`src/cab_exec_consts.vh`:
```
// constants shared by the alu, flow and execution core files
`ifndef CAB_EXEC_CONSTS_VH
`define CAB_EXEC_CONSTS_VH

// ----------------------------------------------------------------
// widths and fields
// ----------------------------------------------------------------
`define CAB_OP_W 6
`define CAB_PC_W 16
`define CAB_SEL_MSB 10
`define CAB_SEL_LSB 8
`define CAB_K8_MSB 7
`define CAB_K6_MSB 5
`define CAB_K7_MSB 6
`define CAB_K7_SIGN 6
`define CAB_K12_SIGN 11
`define CAB_ZPTR_LO 5'h1E
`define CAB_ZPTR_HI 5'h1F
`define CAB_NREGS 32

// ----------------------------------------------------------------
// operation codes
// ----------------------------------------------------------------
`define CAB_OP_IDLE 6'h00
`define CAB_OP_SUM 6'h01
`define CAB_OP_SUMC 6'h02
`define CAB_OP_WSUM 6'h03
`define CAB_OP_DIFF 6'h04
`define CAB_OP_DIFFI 6'h05
`define CAB_OP_BDIFF 6'h06
`define CAB_OP_BDIFFI 6'h07
`define CAB_OP_WDIFF 6'h08
`define CAB_OP_CONJ 6'h09
`define CAB_OP_CONJI 6'h0A
`define CAB_OP_DISJ 6'h0B
`define CAB_OP_DISJI 6'h0C
`define CAB_OP_XDISJ 6'h0D
`define CAB_OP_INV 6'h0E
`define CAB_OP_NEGATE 6'h0F
`define CAB_OP_SETM 6'h10
`define CAB_OP_CLRM 6'h11
`define CAB_OP_INCR 6'h12
`define CAB_OP_DECR 6'h13
`define CAB_OP_ZSCHK 6'h14
`define CAB_OP_ZREG 6'h15
`define CAB_OP_ONES 6'h16
`define CAB_OP_RGOTO 6'h17
`define CAB_OP_PGOTO 6'h18
`define CAB_OP_RINVK 6'h19
`define CAB_OP_PINVK 6'h1A
`define CAB_OP_RBACK 6'h1B
`define CAB_OP_IBACK 6'h1C
`define CAB_OP_EQSKIP 6'h1D
`define CAB_OP_CMPR 6'h1E
`define CAB_OP_CMPB 6'h1F
`define CAB_OP_CMPI 6'h20
`define CAB_OP_SKRL 6'h21
`define CAB_OP_SKRH 6'h22
`define CAB_OP_SKIL 6'h23
`define CAB_OP_SKIH 6'h24
`define CAB_OP_BRFH 6'h25
`define CAB_OP_BRFL 6'h26
`define CAB_OP_BRCH 6'h27
`define CAB_OP_BRCL 6'h28
`define CAB_OP_BRUL 6'h29
`define CAB_OP_BRUG 6'h2A

// ----------------------------------------------------------------
// status flag positions and update masks
// ----------------------------------------------------------------
`define CAB_FL_C 0
`define CAB_FL_Z 1
`define CAB_FL_N 2
`define CAB_FL_V 3
`define CAB_FL_S 4
`define CAB_FL_H 5
`define CAB_FL_T 6
`define CAB_FL_I 7
`define CAB_MASK_NONE 8'h00
`define CAB_MASK_ARITH 8'h2F
`define CAB_MASK_LOGIC 8'h0E
`define CAB_MASK_INV 8'h0F
`define CAB_MASK_WORD 8'h1F
`define CAB_MASK_GIE 8'h80

// ----------------------------------------------------------------
// alu modes, constants, cycle counts
// ----------------------------------------------------------------
`define CAB_ALU_ADD 3'h0
`define CAB_ALU_SUB 3'h1
`define CAB_ALU_AND 3'h2
`define CAB_ALU_OR 3'h3
`define CAB_ALU_XOR 3'h4
`define CAB_BYTE_ALL 8'hFF
`define CAB_BYTE_NONE 8'h00
`define CAB_BYTE_ONE 8'h01
`define CAB_CYC_1 3'h1
`define CAB_CYC_2 3'h2
`define CAB_CYC_3 3'h3
`define CAB_CYC_4 3'h4
`define CAB_PC_RESET 16'h0000

`endif

```
`src/cab_byte_alu.v`:
```
// byte adder, subtractor and logic unit with carry, half-carry, overflow
`timescale 1ns/1ps
`include "cab_exec_consts.vh"

module cab_byte_alu (
  input wire [7:0] a_i,
  input wire [7:0] b_i,
  input wire cin_i,
  input wire [2:0] mode_i,
  output reg [7:0] res_o,
  output reg c_o,
  output reg h_o,
  output reg v_o
);

  wire [8:0] add_w;
  wire [4:0] add_h_w;
  wire [8:0] sub_w;
  wire [4:0] sub_h_w;

  assign add_w = {1'b0, a_i} + {1'b0, b_i} + {8'h00, cin_i};
  assign add_h_w = {1'b0, a_i[3:0]} + {1'b0, b_i[3:0]} + {4'h0, cin_i};
  assign sub_w = {1'b0, a_i} - {1'b0, b_i} - {8'h00, cin_i};
  assign sub_h_w = {1'b0, a_i[3:0]} - {1'b0, b_i[3:0]} - {4'h0, cin_i};

  always @*
  begin
    res_o = `CAB_BYTE_NONE;
    c_o = 1'b0;
    h_o = 1'b0;
    v_o = 1'b0;
    case (mode_i)
      `CAB_ALU_ADD:
      begin
        res_o = add_w[7:0];
        c_o = add_w[8];
        h_o = add_h_w[4];
        v_o = (a_i[7] == b_i[7]) && (add_w[7] != a_i[7]);
      end
      `CAB_ALU_SUB:
      begin
        res_o = sub_w[7:0];
        c_o = sub_w[8];
        h_o = sub_h_w[4];
        v_o = (a_i[7] != b_i[7]) && (sub_w[7] != a_i[7]);
      end
      `CAB_ALU_AND: res_o = a_i & b_i;
      `CAB_ALU_OR: res_o = a_i | b_i;
      `CAB_ALU_XOR: res_o = a_i ^ b_i;
      default: res_o = `CAB_BYTE_NONE;
    endcase
  end

endmodule // cab_byte_alu

```
`src/cab_flow_unit.v`:
```
// next program counter and cycle count for jumps, calls, returns, skips, branches
`timescale 1ns/1ps
`include "cab_exec_consts.vh"

module cab_flow_unit (
  input wire [5:0] op_i,
  input wire [15:0] pc_i,
  input wire [11:0] imm_i,
  input wire [2:0] sel_i,
  input wire [7:0] rd_val_i,
  input wire [7:0] rr_val_i,
  input wire [7:0] io_val_i,
  input wire [7:0] flags_i,
  input wire [15:0] zptr_i,
  input wire [15:0] stack_pc_i,
  input wire two_word_i,
  output reg [15:0] pc_nxt_o,
  output reg [2:0] cyc_o
);

  wire [15:0] pc_inc_w;
  wire [15:0] rel12_w;
  wire [15:0] rel7_w;
  wire [2:0] skip_len_w;
  reg skip;
  reg take;

  assign pc_inc_w = pc_i + 16'h0001;
  assign rel12_w = {{4{imm_i[`CAB_K12_SIGN]}}, imm_i};
  assign rel7_w = {{9{imm_i[`CAB_K7_SIGN]}}, imm_i[`CAB_K7_MSB:0]};
  assign skip_len_w = two_word_i ? `CAB_CYC_3 : `CAB_CYC_2;

  always @*
  begin
    pc_nxt_o = pc_inc_w;
    cyc_o = `CAB_CYC_1;
    skip = 1'b0;
    take = 1'b0;
    case (op_i)
      `CAB_OP_RGOTO:
      begin
        pc_nxt_o = pc_inc_w + rel12_w;
        cyc_o = `CAB_CYC_2;
      end
      `CAB_OP_PGOTO:
      begin
        pc_nxt_o = zptr_i;
        cyc_o = `CAB_CYC_2;
      end
      `CAB_OP_RINVK:
      begin
        pc_nxt_o = pc_inc_w + rel12_w;
        cyc_o = `CAB_CYC_3;
      end
      `CAB_OP_PINVK:
      begin
        pc_nxt_o = zptr_i;
        cyc_o = `CAB_CYC_3;
      end
      `CAB_OP_RBACK, `CAB_OP_IBACK:
      begin
        pc_nxt_o = stack_pc_i;
        cyc_o = `CAB_CYC_4;
      end
      `CAB_OP_EQSKIP: skip = (rd_val_i == rr_val_i);
      `CAB_OP_SKRL: skip = ~rr_val_i[sel_i];
      `CAB_OP_SKRH: skip = rr_val_i[sel_i];
      `CAB_OP_SKIL: skip = ~io_val_i[sel_i];
      `CAB_OP_SKIH: skip = io_val_i[sel_i];
      `CAB_OP_BRFH: take = flags_i[sel_i];
      `CAB_OP_BRFL: take = ~flags_i[sel_i];
      `CAB_OP_BRCH, `CAB_OP_BRUL: take = flags_i[`CAB_FL_C];
      `CAB_OP_BRCL, `CAB_OP_BRUG: take = ~flags_i[`CAB_FL_C];
      default: take = 1'b0;
    endcase
    if (skip)
    begin
      pc_nxt_o = pc_i + {13'h0000, skip_len_w};
      cyc_o = skip_len_w;
    end
    if (take)
    begin
      pc_nxt_o = pc_inc_w + rel7_w;
      cyc_o = `CAB_CYC_2;
    end
  end

endmodule // cab_flow_unit

```
`src/cab_exec_core.v`:
```
// execution core for arithmetic, logic and branch instruction groups
// ----------------------------------------------------------------
// Overview of operation
// - add and add-with-carry, one cycle, five flags
// - word add immediate, two cycles, sign flag
// - subtract register or constant, one cycle
// - subtract with carry, one cycle, five flags
// - word subtract immediate, two cycles, sign flag
// - and, or, xor one cycle, Z N V
// - bit inversion is 0xFF minus value
// - arith inverse is 0x00 minus value
// - set mask ors, clear mask ands inverse
// - inc, dec, test, clear update Z N V
// - relative or pointer goto, two cycles
// - invoke three cycles, back four, gie set on interrupt back only
// - equal skip advances two or three
// - compares subtract, discard result, five flags
// - skip on register bit low or high
// - skip on io bit low or high
// - branch on flag, one or two cycles
// - carry branches: set, clear, lower, same-or-higher
// ----------------------------------------------------------------
`timescale 1ns/1ps
`include "cab_exec_consts.vh"

module cab_exec_core (
  input wire clk_i,
  input wire sys_rst_i,
  input wire instr_valid_i,
  input wire [5:0] op_i,
  input wire [4:0] dst_i,
  input wire [4:0] src_i,
  input wire [11:0] imm_i,
  input wire [7:0] io_val_i,
  input wire [15:0] stack_pc_i,
  input wire next_two_word_i,
  input wire [4:0] rd_sel_i,
  output wire ready_o,
  output wire [15:0] pc_o,
  output wire [7:0] status_o,
  output wire push_o,
  output wire [15:0] push_pc_o,
  output wire pop_o,
  output wire [7:0] rd_data_o
);

  // ----------------------------------------------------------------
  // state
  // ----------------------------------------------------------------
  reg [7:0] regs [0:`CAB_NREGS-1];
  reg [15:0] pc_r;
  reg [7:0] flags_r;
  reg ready_r;
  reg [2:0] wait_r;
  reg push_r;
  reg [15:0] push_pc_r;
  reg pop_r;
  reg [7:0] rd_data_r;
  integer i;

  assign ready_o = ready_r;
  assign pc_o = pc_r;
  assign status_o = flags_r;
  assign push_o = push_r;
  assign push_pc_o = push_pc_r;
  assign pop_o = pop_r;
  assign rd_data_o = rd_data_r;

  // ----------------------------------------------------------------
  // operand fetch
  // ----------------------------------------------------------------
  wire [7:0] rd_v;
  wire [7:0] rr_v;
  wire [4:0] pair_hi;
  wire [15:0] pair_v;
  wire [15:0] zptr;
  wire [7:0] k8;
  wire [15:0] k6w;
  wire [2:0] sel;
  wire accept;

  assign rd_v = regs[dst_i];
  assign rr_v = regs[src_i];
  assign pair_hi = {dst_i[4:1], 1'b1};
  assign pair_v = {regs[pair_hi], regs[{dst_i[4:1], 1'b0}]};
  assign zptr = {regs[`CAB_ZPTR_HI], regs[`CAB_ZPTR_LO]};
  assign k8 = imm_i[`CAB_K8_MSB:0];
  assign k6w = {10'h000, imm_i[`CAB_K6_MSB:0]};
  assign sel = imm_i[`CAB_SEL_MSB:`CAB_SEL_LSB];
  assign accept = instr_valid_i & ready_r;

  // ----------------------------------------------------------------
  // byte alu and flow unit
  // ----------------------------------------------------------------
  reg [7:0] alu_a;
  reg [7:0] alu_b;
  reg alu_cin;
  reg [2:0] alu_mode;
  wire [7:0] alu_res;
  wire alu_c;
  wire alu_h;
  wire alu_v;
  wire [15:0] pc_nxt;
  wire [2:0] cyc;

  cab_byte_alu u_alu (
    .a_i(alu_a),
    .b_i(alu_b),
    .cin_i(alu_cin),
    .mode_i(alu_mode),
    .res_o(alu_res),
    .c_o(alu_c),
    .h_o(alu_h),
    .v_o(alu_v)
  );

  cab_flow_unit u_flow (
    .op_i(op_i),
    .pc_i(pc_r),
    .imm_i(imm_i),
    .sel_i(sel),
    .rd_val_i(rd_v),
    .rr_val_i(rr_v),
    .io_val_i(io_val_i),
    .flags_i(flags_r),
    .zptr_i(zptr),
    .stack_pc_i(stack_pc_i),
    .two_word_i(next_two_word_i),
    .pc_nxt_o(pc_nxt),
    .cyc_o(cyc)
  );

  // ----------------------------------------------------------------
  // word arithmetic
  // ----------------------------------------------------------------
  reg word_sub;
  wire [15:0] wres;
  wire w_v;
  wire w_c;

  assign wres = word_sub ? (pair_v - k6w) : (pair_v + k6w);
  assign w_v = word_sub ? (pair_v[15] & ~wres[15]) : (~pair_v[15] & wres[15]);
  assign w_c = word_sub ? (wres[15] & ~pair_v[15]) : (~wres[15] & pair_v[15]);

  // ----------------------------------------------------------------
  // decode
  // ----------------------------------------------------------------
  reg wr_lo;
  reg wr_hi;
  reg is_word;
  reg z_chain;
  reg force_c;
  reg [7:0] wval;
  reg [7:0] fmask;
  reg [7:0] fnew;
  reg z_flag;

  always @*
  begin
    alu_a = rd_v;
    alu_b = rr_v;
    alu_cin = 1'b0;
    alu_mode = `CAB_ALU_ADD;
    wr_lo = 1'b0;
    is_word = 1'b0;
    word_sub = 1'b0;
    z_chain = 1'b0;
    force_c = 1'b0;
    fmask = `CAB_MASK_NONE;
    wval = alu_res;
    case (op_i)
      `CAB_OP_SUM, `CAB_OP_SUMC:
      begin
        alu_cin = (op_i == `CAB_OP_SUMC) & flags_r[`CAB_FL_C];
        wr_lo = 1'b1;
        fmask = `CAB_MASK_ARITH;
      end
      `CAB_OP_WSUM, `CAB_OP_WDIFF:
      begin
        is_word = 1'b1;
        word_sub = (op_i == `CAB_OP_WDIFF);
        fmask = `CAB_MASK_WORD;
      end
      `CAB_OP_DIFF, `CAB_OP_DIFFI:
      begin
        alu_mode = `CAB_ALU_SUB;
        alu_b = (op_i == `CAB_OP_DIFFI) ? k8 : rr_v;
        wr_lo = 1'b1;
        fmask = `CAB_MASK_ARITH;
      end
      `CAB_OP_BDIFF, `CAB_OP_BDIFFI:
      begin
        alu_mode = `CAB_ALU_SUB;
        alu_b = (op_i == `CAB_OP_BDIFFI) ? k8 : rr_v;
        alu_cin = flags_r[`CAB_FL_C];
        z_chain = 1'b1;
        wr_lo = 1'b1;
        fmask = `CAB_MASK_ARITH;
      end
      `CAB_OP_CONJ, `CAB_OP_CONJI, `CAB_OP_ZSCHK:
      begin
        alu_mode = `CAB_ALU_AND;
        if (op_i == `CAB_OP_CONJI)
          alu_b = k8;
        if (op_i == `CAB_OP_ZSCHK)
          alu_b = rd_v;
        wr_lo = 1'b1;
        fmask = `CAB_MASK_LOGIC;
      end
      `CAB_OP_DISJ, `CAB_OP_DISJI, `CAB_OP_SETM:
      begin
        alu_mode = `CAB_ALU_OR;
        alu_b = (op_i == `CAB_OP_DISJ) ? rr_v : k8;
        wr_lo = 1'b1;
        fmask = `CAB_MASK_LOGIC;
      end
      `CAB_OP_XDISJ, `CAB_OP_ZREG:
      begin
        alu_mode = `CAB_ALU_XOR;
        alu_b = (op_i == `CAB_OP_ZREG) ? rd_v : rr_v;
        wr_lo = 1'b1;
        fmask = `CAB_MASK_LOGIC;
      end
      `CAB_OP_INV:
      begin
        alu_mode = `CAB_ALU_SUB;
        alu_a = `CAB_BYTE_ALL;
        alu_b = rd_v;
        force_c = 1'b1;
        wr_lo = 1'b1;
        fmask = `CAB_MASK_INV;
      end
      `CAB_OP_NEGATE:
      begin
        alu_mode = `CAB_ALU_SUB;
        alu_a = `CAB_BYTE_NONE;
        alu_b = rd_v;
        wr_lo = 1'b1;
        fmask = `CAB_MASK_ARITH;
      end
      `CAB_OP_CLRM:
      begin
        alu_mode = `CAB_ALU_AND;
        alu_b = `CAB_BYTE_ALL - k8;
        wr_lo = 1'b1;
        fmask = `CAB_MASK_LOGIC;
      end
      `CAB_OP_INCR, `CAB_OP_DECR:
      begin
        alu_mode = (op_i == `CAB_OP_DECR) ? `CAB_ALU_SUB : `CAB_ALU_ADD;
        alu_b = `CAB_BYTE_ONE;
        wr_lo = 1'b1;
        fmask = `CAB_MASK_LOGIC;
      end
      `CAB_OP_ONES:
      begin
        wval = `CAB_BYTE_ALL;
        wr_lo = 1'b1;
      end
      `CAB_OP_CMPR, `CAB_OP_CMPB, `CAB_OP_CMPI:
      begin
        alu_mode = `CAB_ALU_SUB;
        alu_b = (op_i == `CAB_OP_CMPI) ? k8 : rr_v;
        alu_cin = (op_i == `CAB_OP_CMPB) & flags_r[`CAB_FL_C];
        z_chain = (op_i == `CAB_OP_CMPB);
        fmask = `CAB_MASK_ARITH;
      end
      `CAB_OP_IBACK: fmask = `CAB_MASK_GIE;
      default: fmask = `CAB_MASK_NONE;
    endcase
    if (is_word)
      wval = wres[7:0];
    wr_hi = is_word;
  end

  // new flag values; only bits in fmask are taken
  always @*
  begin
    z_flag = (alu_res == `CAB_BYTE_NONE) & (~z_chain | flags_r[`CAB_FL_Z]);
    fnew = flags_r;
    fnew[`CAB_FL_C] = alu_c | force_c;
    fnew[`CAB_FL_Z] = z_flag;
    fnew[`CAB_FL_N] = alu_res[7];
    fnew[`CAB_FL_V] = alu_v;
    fnew[`CAB_FL_H] = alu_h;
    fnew[`CAB_FL_I] = 1'b1;
    if (is_word)
    begin
      fnew[`CAB_FL_C] = w_c;
      fnew[`CAB_FL_Z] = (wres == 16'h0000);
      fnew[`CAB_FL_N] = wres[15];
      fnew[`CAB_FL_V] = w_v;
      fnew[`CAB_FL_S] = wres[15] ^ w_v;
    end
  end

  // ----------------------------------------------------------------
  // commit and cycle count
  // ----------------------------------------------------------------
  always @(posedge clk_i)
  begin
    if (sys_rst_i)
    begin
      for (i = 0; i < `CAB_NREGS; i = i + 1)
        regs[i] <= `CAB_BYTE_NONE;
      pc_r <= `CAB_PC_RESET;
      flags_r <= `CAB_BYTE_NONE;
      ready_r <= 1'b1;
      wait_r <= 3'h0;
      push_r <= 1'b0;
      push_pc_r <= `CAB_PC_RESET;
      pop_r <= 1'b0;
      rd_data_r <= `CAB_BYTE_NONE;
    end
    else
    begin
      push_r <= 1'b0;
      pop_r <= 1'b0;
      rd_data_r <= regs[rd_sel_i];
      if (accept)
      begin
        pc_r <= pc_nxt;
        flags_r <= (flags_r & ~fmask) | (fnew & fmask);
        if (wr_lo)
          regs[dst_i] <= wval;
        if (is_word)
          regs[{dst_i[4:1], 1'b0}] <= wres[7:0];
        if (wr_hi)
          regs[pair_hi] <= wres[15:8];
        if ((op_i == `CAB_OP_RINVK) || (op_i == `CAB_OP_PINVK))
        begin
          push_r <= 1'b1;
          push_pc_r <= pc_r + 16'h0001;
        end
        if ((op_i == `CAB_OP_RBACK) || (op_i == `CAB_OP_IBACK))
          pop_r <= 1'b1;
        if (is_word)
        begin
          wait_r <= `CAB_CYC_1;
          ready_r <= 1'b0;
        end
        else
        begin
          wait_r <= cyc - `CAB_CYC_1;
          ready_r <= (cyc == `CAB_CYC_1);
        end
      end
      else if (wait_r != 3'h0)
      begin
        wait_r <= wait_r - 3'h1;
        ready_r <= (wait_r == 3'h1);
      end
    end
  end

endmodule // cab_exec_core

```
`config.mk`:
```
export PLATFORM = sky130hd
export DESIGN_NAME = cab_exec_core
export DESIGN_NICKNAME = d
export VERILOG_FILES = /design/src/cab_byte_alu.v /design/src/cab_flow_unit.v /design/src/cab_exec_core.v
export VERILOG_INCLUDE_DIRS = /design/src
export SDC_FILE = /design/constraint.sdc
export NUM_CORES = 1
export LEC_CHECK = 0
export ABC_AREA = 1
export BUFFER_PORTS_ARGS = -buffer_cell sky130_fd_sc_hd__buf_2
export CORE_MARGIN = 1
export CORE_UTILIZATION = 37
export DETAILED_ROUTE_END_ITERATION = 16
export PLACE_DENSITY = 0.58
export SYNTH_ARGS = -nofsm -noshare
export SYNTH_HDL_FRONTEND = slang
export SYNTH_SLANG_ARGS = --single-unit
export TNS_END_PERCENT = 20
```
`constraint.sdc`:
```
create_clock -name clk_i -period 4.8 [get_ports clk_i]
set_input_delay 0.48 -clock clk_i [delete_from_list [all_inputs] [get_ports clk_i]]
set_output_delay 0.48 -clock clk_i [all_outputs]
set_load 0.02 [all_outputs]
```
Yosys cells after proc, flatten, opt, wreduce, memory -nomap -nowiden
Memory sizes are Yosys's and may differ from the RTL's. A register that Yosys moved wholly into a read port is not among the register bits.
Index checks and enable logic that the tools add are counted.
Word-level totals
  bits in registers: 46
  RAM bits: 256
  input bits: 61
  output and inout port bits: 51
  word-level logic and storage cells: 209
  memories kept: 1
Memory list
  regs: words 32, bits a word 8, read ports 7, clocked after memory_dff 1, wr ports 32, RTL line cab_exec_core.v:50  | reg [7:0] regs [0:`CAB_NREGS-1];
Cells by class
  add/subtract/negate cells: 17
  magnitude comparators: 1
  equality and inequality tests: 53
  mux-type cells: 70
  bitwise logic cells: 24
  reduce and logical (&&, ||, !) cells: 36
Operators by type and width (count)
  equality test 6 x 5 -> 1 bit (second input constant): 16
  2-to-1 mux 8 bit: 12
  one-hot mux 8 bit (5 select lines): 2
  one-hot mux 8 bit (9 select lines): 1
  equality test 6 bit (second input constant): 11
  equality test 6 x 4 -> 1 bit (second input constant): 8
  2-to-1 mux 16 bit: 3
  one-hot mux 16 bit (3 select lines): 1
  adder 16 bit: 2
  OR reduction 2 bit: 15
  2-to-1 mux 1 bit: 29
  bitwise AND 8 bit: 3
  equality test 6 x 3 -> 1 bit (second input constant): 4
  OR reduction 8 bit: 3
  2-to-1 mux 5 bit: 4
  OR reduction 20 bit: 1
  adder 16 x 1 -> 16 bit (second input constant): 1
  adder 16 x 3 -> 16 bit: 1
  adder 16 x 6 -> 16 bit: 1
  logical NOT 16 bit: 1
  OR 8 bit: 2
  one-hot mux 8 bit (2 select lines): 1
  subtractor 16 x 6 -> 16 bit: 1
  2-to-1 mux 3 bit: 5
  44 further kinds: 73

Depth between registers and ports, before layout
  word-level depth: 12
  mapped depth: 36
  gate-level depth less buffers: 36

Hierarchy
A second synthesis with hierarchy kept.
Unflattened totals
  cells, all modules: 4123
  area total of the unflattened synthesis: 28434.8 um^2
By module, submodules not included
  cab_exec_core: times used 1, cells each 3259, area each 23680.2 um^2, sequential area each 8748.4 um^2
  cab_flow_unit: times used 1, cells each 637, area each 3423.3 um^2, sequential area each 0.0 um^2
  cab_byte_alu: times used 1, cells each 227, area each 1331.3 um^2, sequential area each 0.0 um^2

Least setup slack after synthesis
No wires, ideal clock.
  path type: input to register
  start point: input port op_i[2]
  end point: memory regs[0][6], data pin
  library setup time: 277 ps
  arrival time: 4393 ps
  data required time: 4523 ps
  setup slack: 130 ps
  stages on the path: 29
  path buffers: 1
  path through: nand2_1 -> inv_1 -> nand3_1 -> nand2_1 -> nor2_1 -> nand2_1 -> nor2_4 -> nand3_2 -> nand2_1 -> nand2_2 -> nor2_1 -> inv_1 -> nand2_1 -> nand2_1 -> and3_1 -> fa_1 -> fa_1 -> nor2_1 -> o21ai_0 -> nand2_1 -> nand2_1 -> a21oi_1 -> nand2_1 -> nand3b_1 -> o21ai_0 -> nor2_1 -> a32o_1 -> clkbuf_1 -> o22ai_1
RTL lines
  start, declared: RTL line cab_exec_core.v:30  | input wire [5:0] op_i,
  end, declared: RTL line cab_exec_core.v:50

==> tab_implementation.tex <==
\begin{tabular}{lr}
\hline
Metric & Value \\
\hline
\multicolumn{2}{l}{\textbf{Floorplanning}} \\
Effective utilization at floorplan & a little under two fifths \\
Std-Cell Rows & a little under 100 \\
Die Span X & around 270 µm \\
Boundary Pins & 112 \\
Die Y-Extent & 273.3 µm \\
Overall die area & 74,700 µm² \\
Area of the core & 72,830 µm² \\
\multicolumn{2}{l}{\textbf{Clock network}} \\
TritonCTS clock tree & built \\
CTS buffer count & 39 \\
Library cell used as clock root buffer & sky130\_fd\_sc\_hd\_\_clkbuf\_16 \\
Clock latency of the later-clocked register in the worst-skew pair & around 600 ps \\
CTS HTree Levels & 2 \\
Maximum root-to-sink buffer count & 3 \\
Cts hold-fix bufs & 0 \\
Number of sinks driven by the clock tree & just over 300 \\
CTS clk-pin slew, worst paths & around 60 ps \\
\multicolumn{2}{l}{\textbf{Timing}} \\
Worst relative slew slack & between 20\% and 30\% \\
Final-report hold violation count & 0 \\
Count of pins over their slew limit & 0 \\
Period utilisation layout & around 95\% \\
Hold\_ws & roughly 300 ps \\
Final worst clock skew & slightly below 40 ps \\
Crit path time final & 4573 ps \\
Highest Clock Rate & $\sim$220 MHz \\
Minimum setup slack in the final design & between 200 and 250 ps \\
Count of endpoints failing setup in the final report & 0 \\
Actual slew at the worst max-slew pin & between 1000 and 1500 ps \\
\multicolumn{2}{l}{\textbf{Global route}} \\
Wire length of the first global-routing pass & 218,000 µm \\
Number of antenna violations at the first check in global routing & 8 \\
Maximum number of pins on one net before global-route repair & approximately 100 \\
GRT Util Overall & between 40 and 50\% \\
Number of global-route vias before repair & $\sim$31,000 \\
Total grt overflow & 0 \\
\multicolumn{2}{l}{\textbf{Synth}} \\
Yosys Warn Count & 0 \\
Fraction of registers with async set/reset & 0\% \\
Simple-gate share of the synthesized area & between 20\% and 30\% \\
Post-synth net total & slightly above 4,000 \\
Combinational family with the most area after synthesis & simple AND/OR/NAND/NOR gates \\
Synthesis-stage register bit count & 309 \\
Most area-hungry cell type in the Yosys netlist & sky130\_fd\_sc\_hd\_\_edfxtp\_1 \\
Mapped Avg Cell Area & around 6.8 µm² \\
Post-Synthesis Cells & about 4,000 \\
Top cell type's share of synthesized area & roughly 28\% \\
Most area-consuming cells after synthesis & sky130\_fd\_sc\_hd\_\_edfxtp\_1 (28\%), sky130\_fd\_sc\_hd\_\_nand2\_1 (16\%), sky130\_fd\_sc\_hd\_\_o22ai\_1 (6.1\%) \\
Synthesized-area fraction occupied by xor and xnor cells & around 1.9\% \\
Most frequent cell after synthesis & sky130\_fd\_sc\_hd\_\_nand2\_1 \\
Register area share after synthesis & between 30\% and 40\% \\
Fraction of the mapped netlist area in adder cells & slightly below 4\% \\
Post-synth EDFFs & $\sim$260 \\
Proportion of synthesized area in mux cells & 0\% \\
Fraction of the mapped netlist area in compound gates & between 20\% and 30\% \\
Mapped Area & about 27,000 µm² \\
Count of cell types in the netlist & 62 \\
Most frequent cells after synthesis & sky130\_fd\_sc\_hd\_\_nand2\_1 (1,174), sky130\_fd\_sc\_hd\_\_nand3\_1 (320), sky130\_fd\_sc\_hd\_\_o21ai\_0 (302) \\
Prevailing post-synth register cell & sky130\_fd\_sc\_hd\_\_edfxtp\_1 \\
\multicolumn{2}{l}{\textbf{Worst hold path}} \\
Hold WC Path Type & in -> reg \\
Hold path cells & 2 \\
Launch point of the worst hold path & sys\_rst\_i \\
Hold endpoint & wait\_r[2] \\
\multicolumn{2}{l}{\textbf{Route}} \\
Number of design-rule violations left by the first detailed-router iteration & 4,955 \\
Met2 routed wirelength & roughly 64,000 µm \\
Total wirelength of the detailed-routed design & roughly 160,000 µm \\
Routed length per instance & $\sim$29 µm \\
Per-cell via count in the routed design & 6.187 \\
Number of design rule violations left after detail routing & 0 \\
Top routing layer used & met5 \\
Vias after detailed routing & about 34,000 \\
Antenna violation net count after detailed routing & 0 \\
First-pass iteration count of the detailed router & 7 \\
DRT met1 WL & between 60,000 and 70,000 µm \\
Met3 WL & 20,870 µm \\
\multicolumn{2}{l}{\textbf{Setup path}} \\
Largest stage delay on the critical path & approximately 350 ps \\
Source of the worst register-to-register timing path & regs[29][3] \\
Max FO, Critical Path & 16 \\
Reg-to-reg slack, setup & around 260 ps \\
CP Launch Type & primary input \\
Highest-delay cell along the critical path & sky130\_fd\_sc\_hd\_\_o21ai\_0 \\
Logic depth of the worst register-to-register path & 26 \\
Crit path max-delay family & buffers and inverters \\
R2R Path End & regs[5][6] \\
Worst path buffer plus inverter count & 9 \\
Worst Setup Path Type & in -> reg \\
Arrival @ worst endpoint & about 4900 ps \\
Critical path capture point type & flop \\
Required time at the worst-slack endpoint & around 5100 ps \\
\multicolumn{2}{l}{\textbf{Placement}} \\
Detailed-placement wirelength estimate & $\sim$120,000 µm \\
Worst-case setup slack after placement & -463.6 ps \\
Final weighted congestion of routability-driven global placement & 1.106 \\
Number of buffer cells added on primary ports & 110 \\
\multicolumn{2}{l}{\textbf{Finish}} \\
Layout overhead on the synthesized area & 24.08\% \\
Final net count & roughly 4,600 \\
Utilization of the core after routing & a little under half \\
Share of final-layout standard cells stronger than drive strength 1 & around 18\% \\
\multicolumn{2}{l}{\textbf{Pwr}} \\
Pwr/cell area & between 300 and 400 nW/µm² \\
Standby leakage power & around 15 nW \\
Max rail drop VDD & 0.3287 mV \\
\multicolumn{2}{l}{\textbf{Flow run}} \\
Total of max-cap violations & 0 \\
\multicolumn{2}{l}{\textbf{Run status}} \\
Outcome & complete, no violations \\
\hline
\end{tabular}
[metrics by stage]
stage                     std cells  instance area (µm²)  setup TNS [ps]  power [W]
after floorplan                4011                27230               0   0.005294
after global placement         5340                32320          -49050   0.007605
after detailed placement       5340                32320          -56890   0.007600
after CTS                      5411                33620               0    0.01064
after global routing           5418                33780          -16.55    0.01123
final                          5423                33790               0    0.01096
[registers in the layout, indices dropped and copies added, names as in the netlist, named ones only]
signal,flops
ready_o,1
wait_r,3
pop_o,1
regs,256
pc_o,16
status_o,1
push_o,1
push_pc_o,16
rd_data_o,8
[where the power goes]
group          switching, W  internal (W)  leakage (nW)
Clock               0.00133       0.00175         0.620
Sequential         0.000180       0.00303          3.08
Combinational       0.00310       0.00157          11.5
[area by class of cell]
type                            instances  area [µm²]
Timing Repair Buffer                  631        5066
Sequential cell                       309        8748
Fill cell                            7577       39040
Multi-Input combinational cell       3112       16200
Inverter                              333        1259
Antenna cell                            8       20.02
Clock buffer                           45        1008
Tap cell                              959        1200
Clock inverter                         26       295.3
[metal layers]
metal	vias up	global-route usage [%]
li1	14870	-
met1	15800	53.39
met2	2378	58.85
met3	495	12.71
met4	2	19.63
met5	-	0
[cell families after synthesis]
group           Yosys count
simple gates           1911
compound gates         1059
buf+inv                 590
flops                   309
fa+ha+maj                82
xor+xnor                 59
other cells               1
[cells in the final DEF (no fill, tap or decap), types with 46 or more instances in the layout]
master	n
sky130_fd_sc_hd__o21ai_1	59
sky130_fd_sc_hd__buf_12	46
sky130_fd_sc_hd__a21oi_1	194
sky130_fd_sc_hd__nand2_1	1169
sky130_fd_sc_hd__nand3_1	318
sky130_fd_sc_hd__dfxtp_1	53
sky130_fd_sc_hd__buf_4	475
sky130_fd_sc_hd__ha_1	76
sky130_fd_sc_hd__o21ai_0	295
sky130_fd_sc_hd__nor2_1	262
sky130_fd_sc_hd__buf_2	107
sky130_fd_sc_hd__inv_1	293
sky130_fd_sc_hd__edfxtp_1	256
sky130_fd_sc_hd__a22oi_1	98
sky130_fd_sc_hd__o22ai_1	262
[what timing repair did]
item	in CTS	in global routing
endpoints found under the hold margin	0	0
resized for setup	0	33
setup buffers	0	2
endpoints found under the setup margin	0	98
[worst max-delay path by stage]
stage | startpoint | end | slack (ps) | cells after the start
CTS | regs[29][3] | regs[16][6] | 80 | 25
finish | dst_i[0] | regs[5][6] | 230 | 25
global placement | dst_i[1] | regs[12][6] | -390 | 30
global route | dst_i[0] | regs[6][6] | -6 | 29
floorplan | op_i[2] | regs[0][6] | 130 | 29
detailed placement | dst_i[0] | regs[10][6] | -460 | 28
[worst reg2reg max path: cells and delay by family, from the launching register on]
kind | cells | cell delay (ps)
AO/OA/AOI/OAI | 8 | 1220
buffers and inverters | 7 | 850
AND/OR/NAND/NOR | 9 | 1150
adder cells (fa/ha/maj) | 2 | 630
flip-flops | 1 | 400
Note: power is estimated with default switching activity, not from simulation.
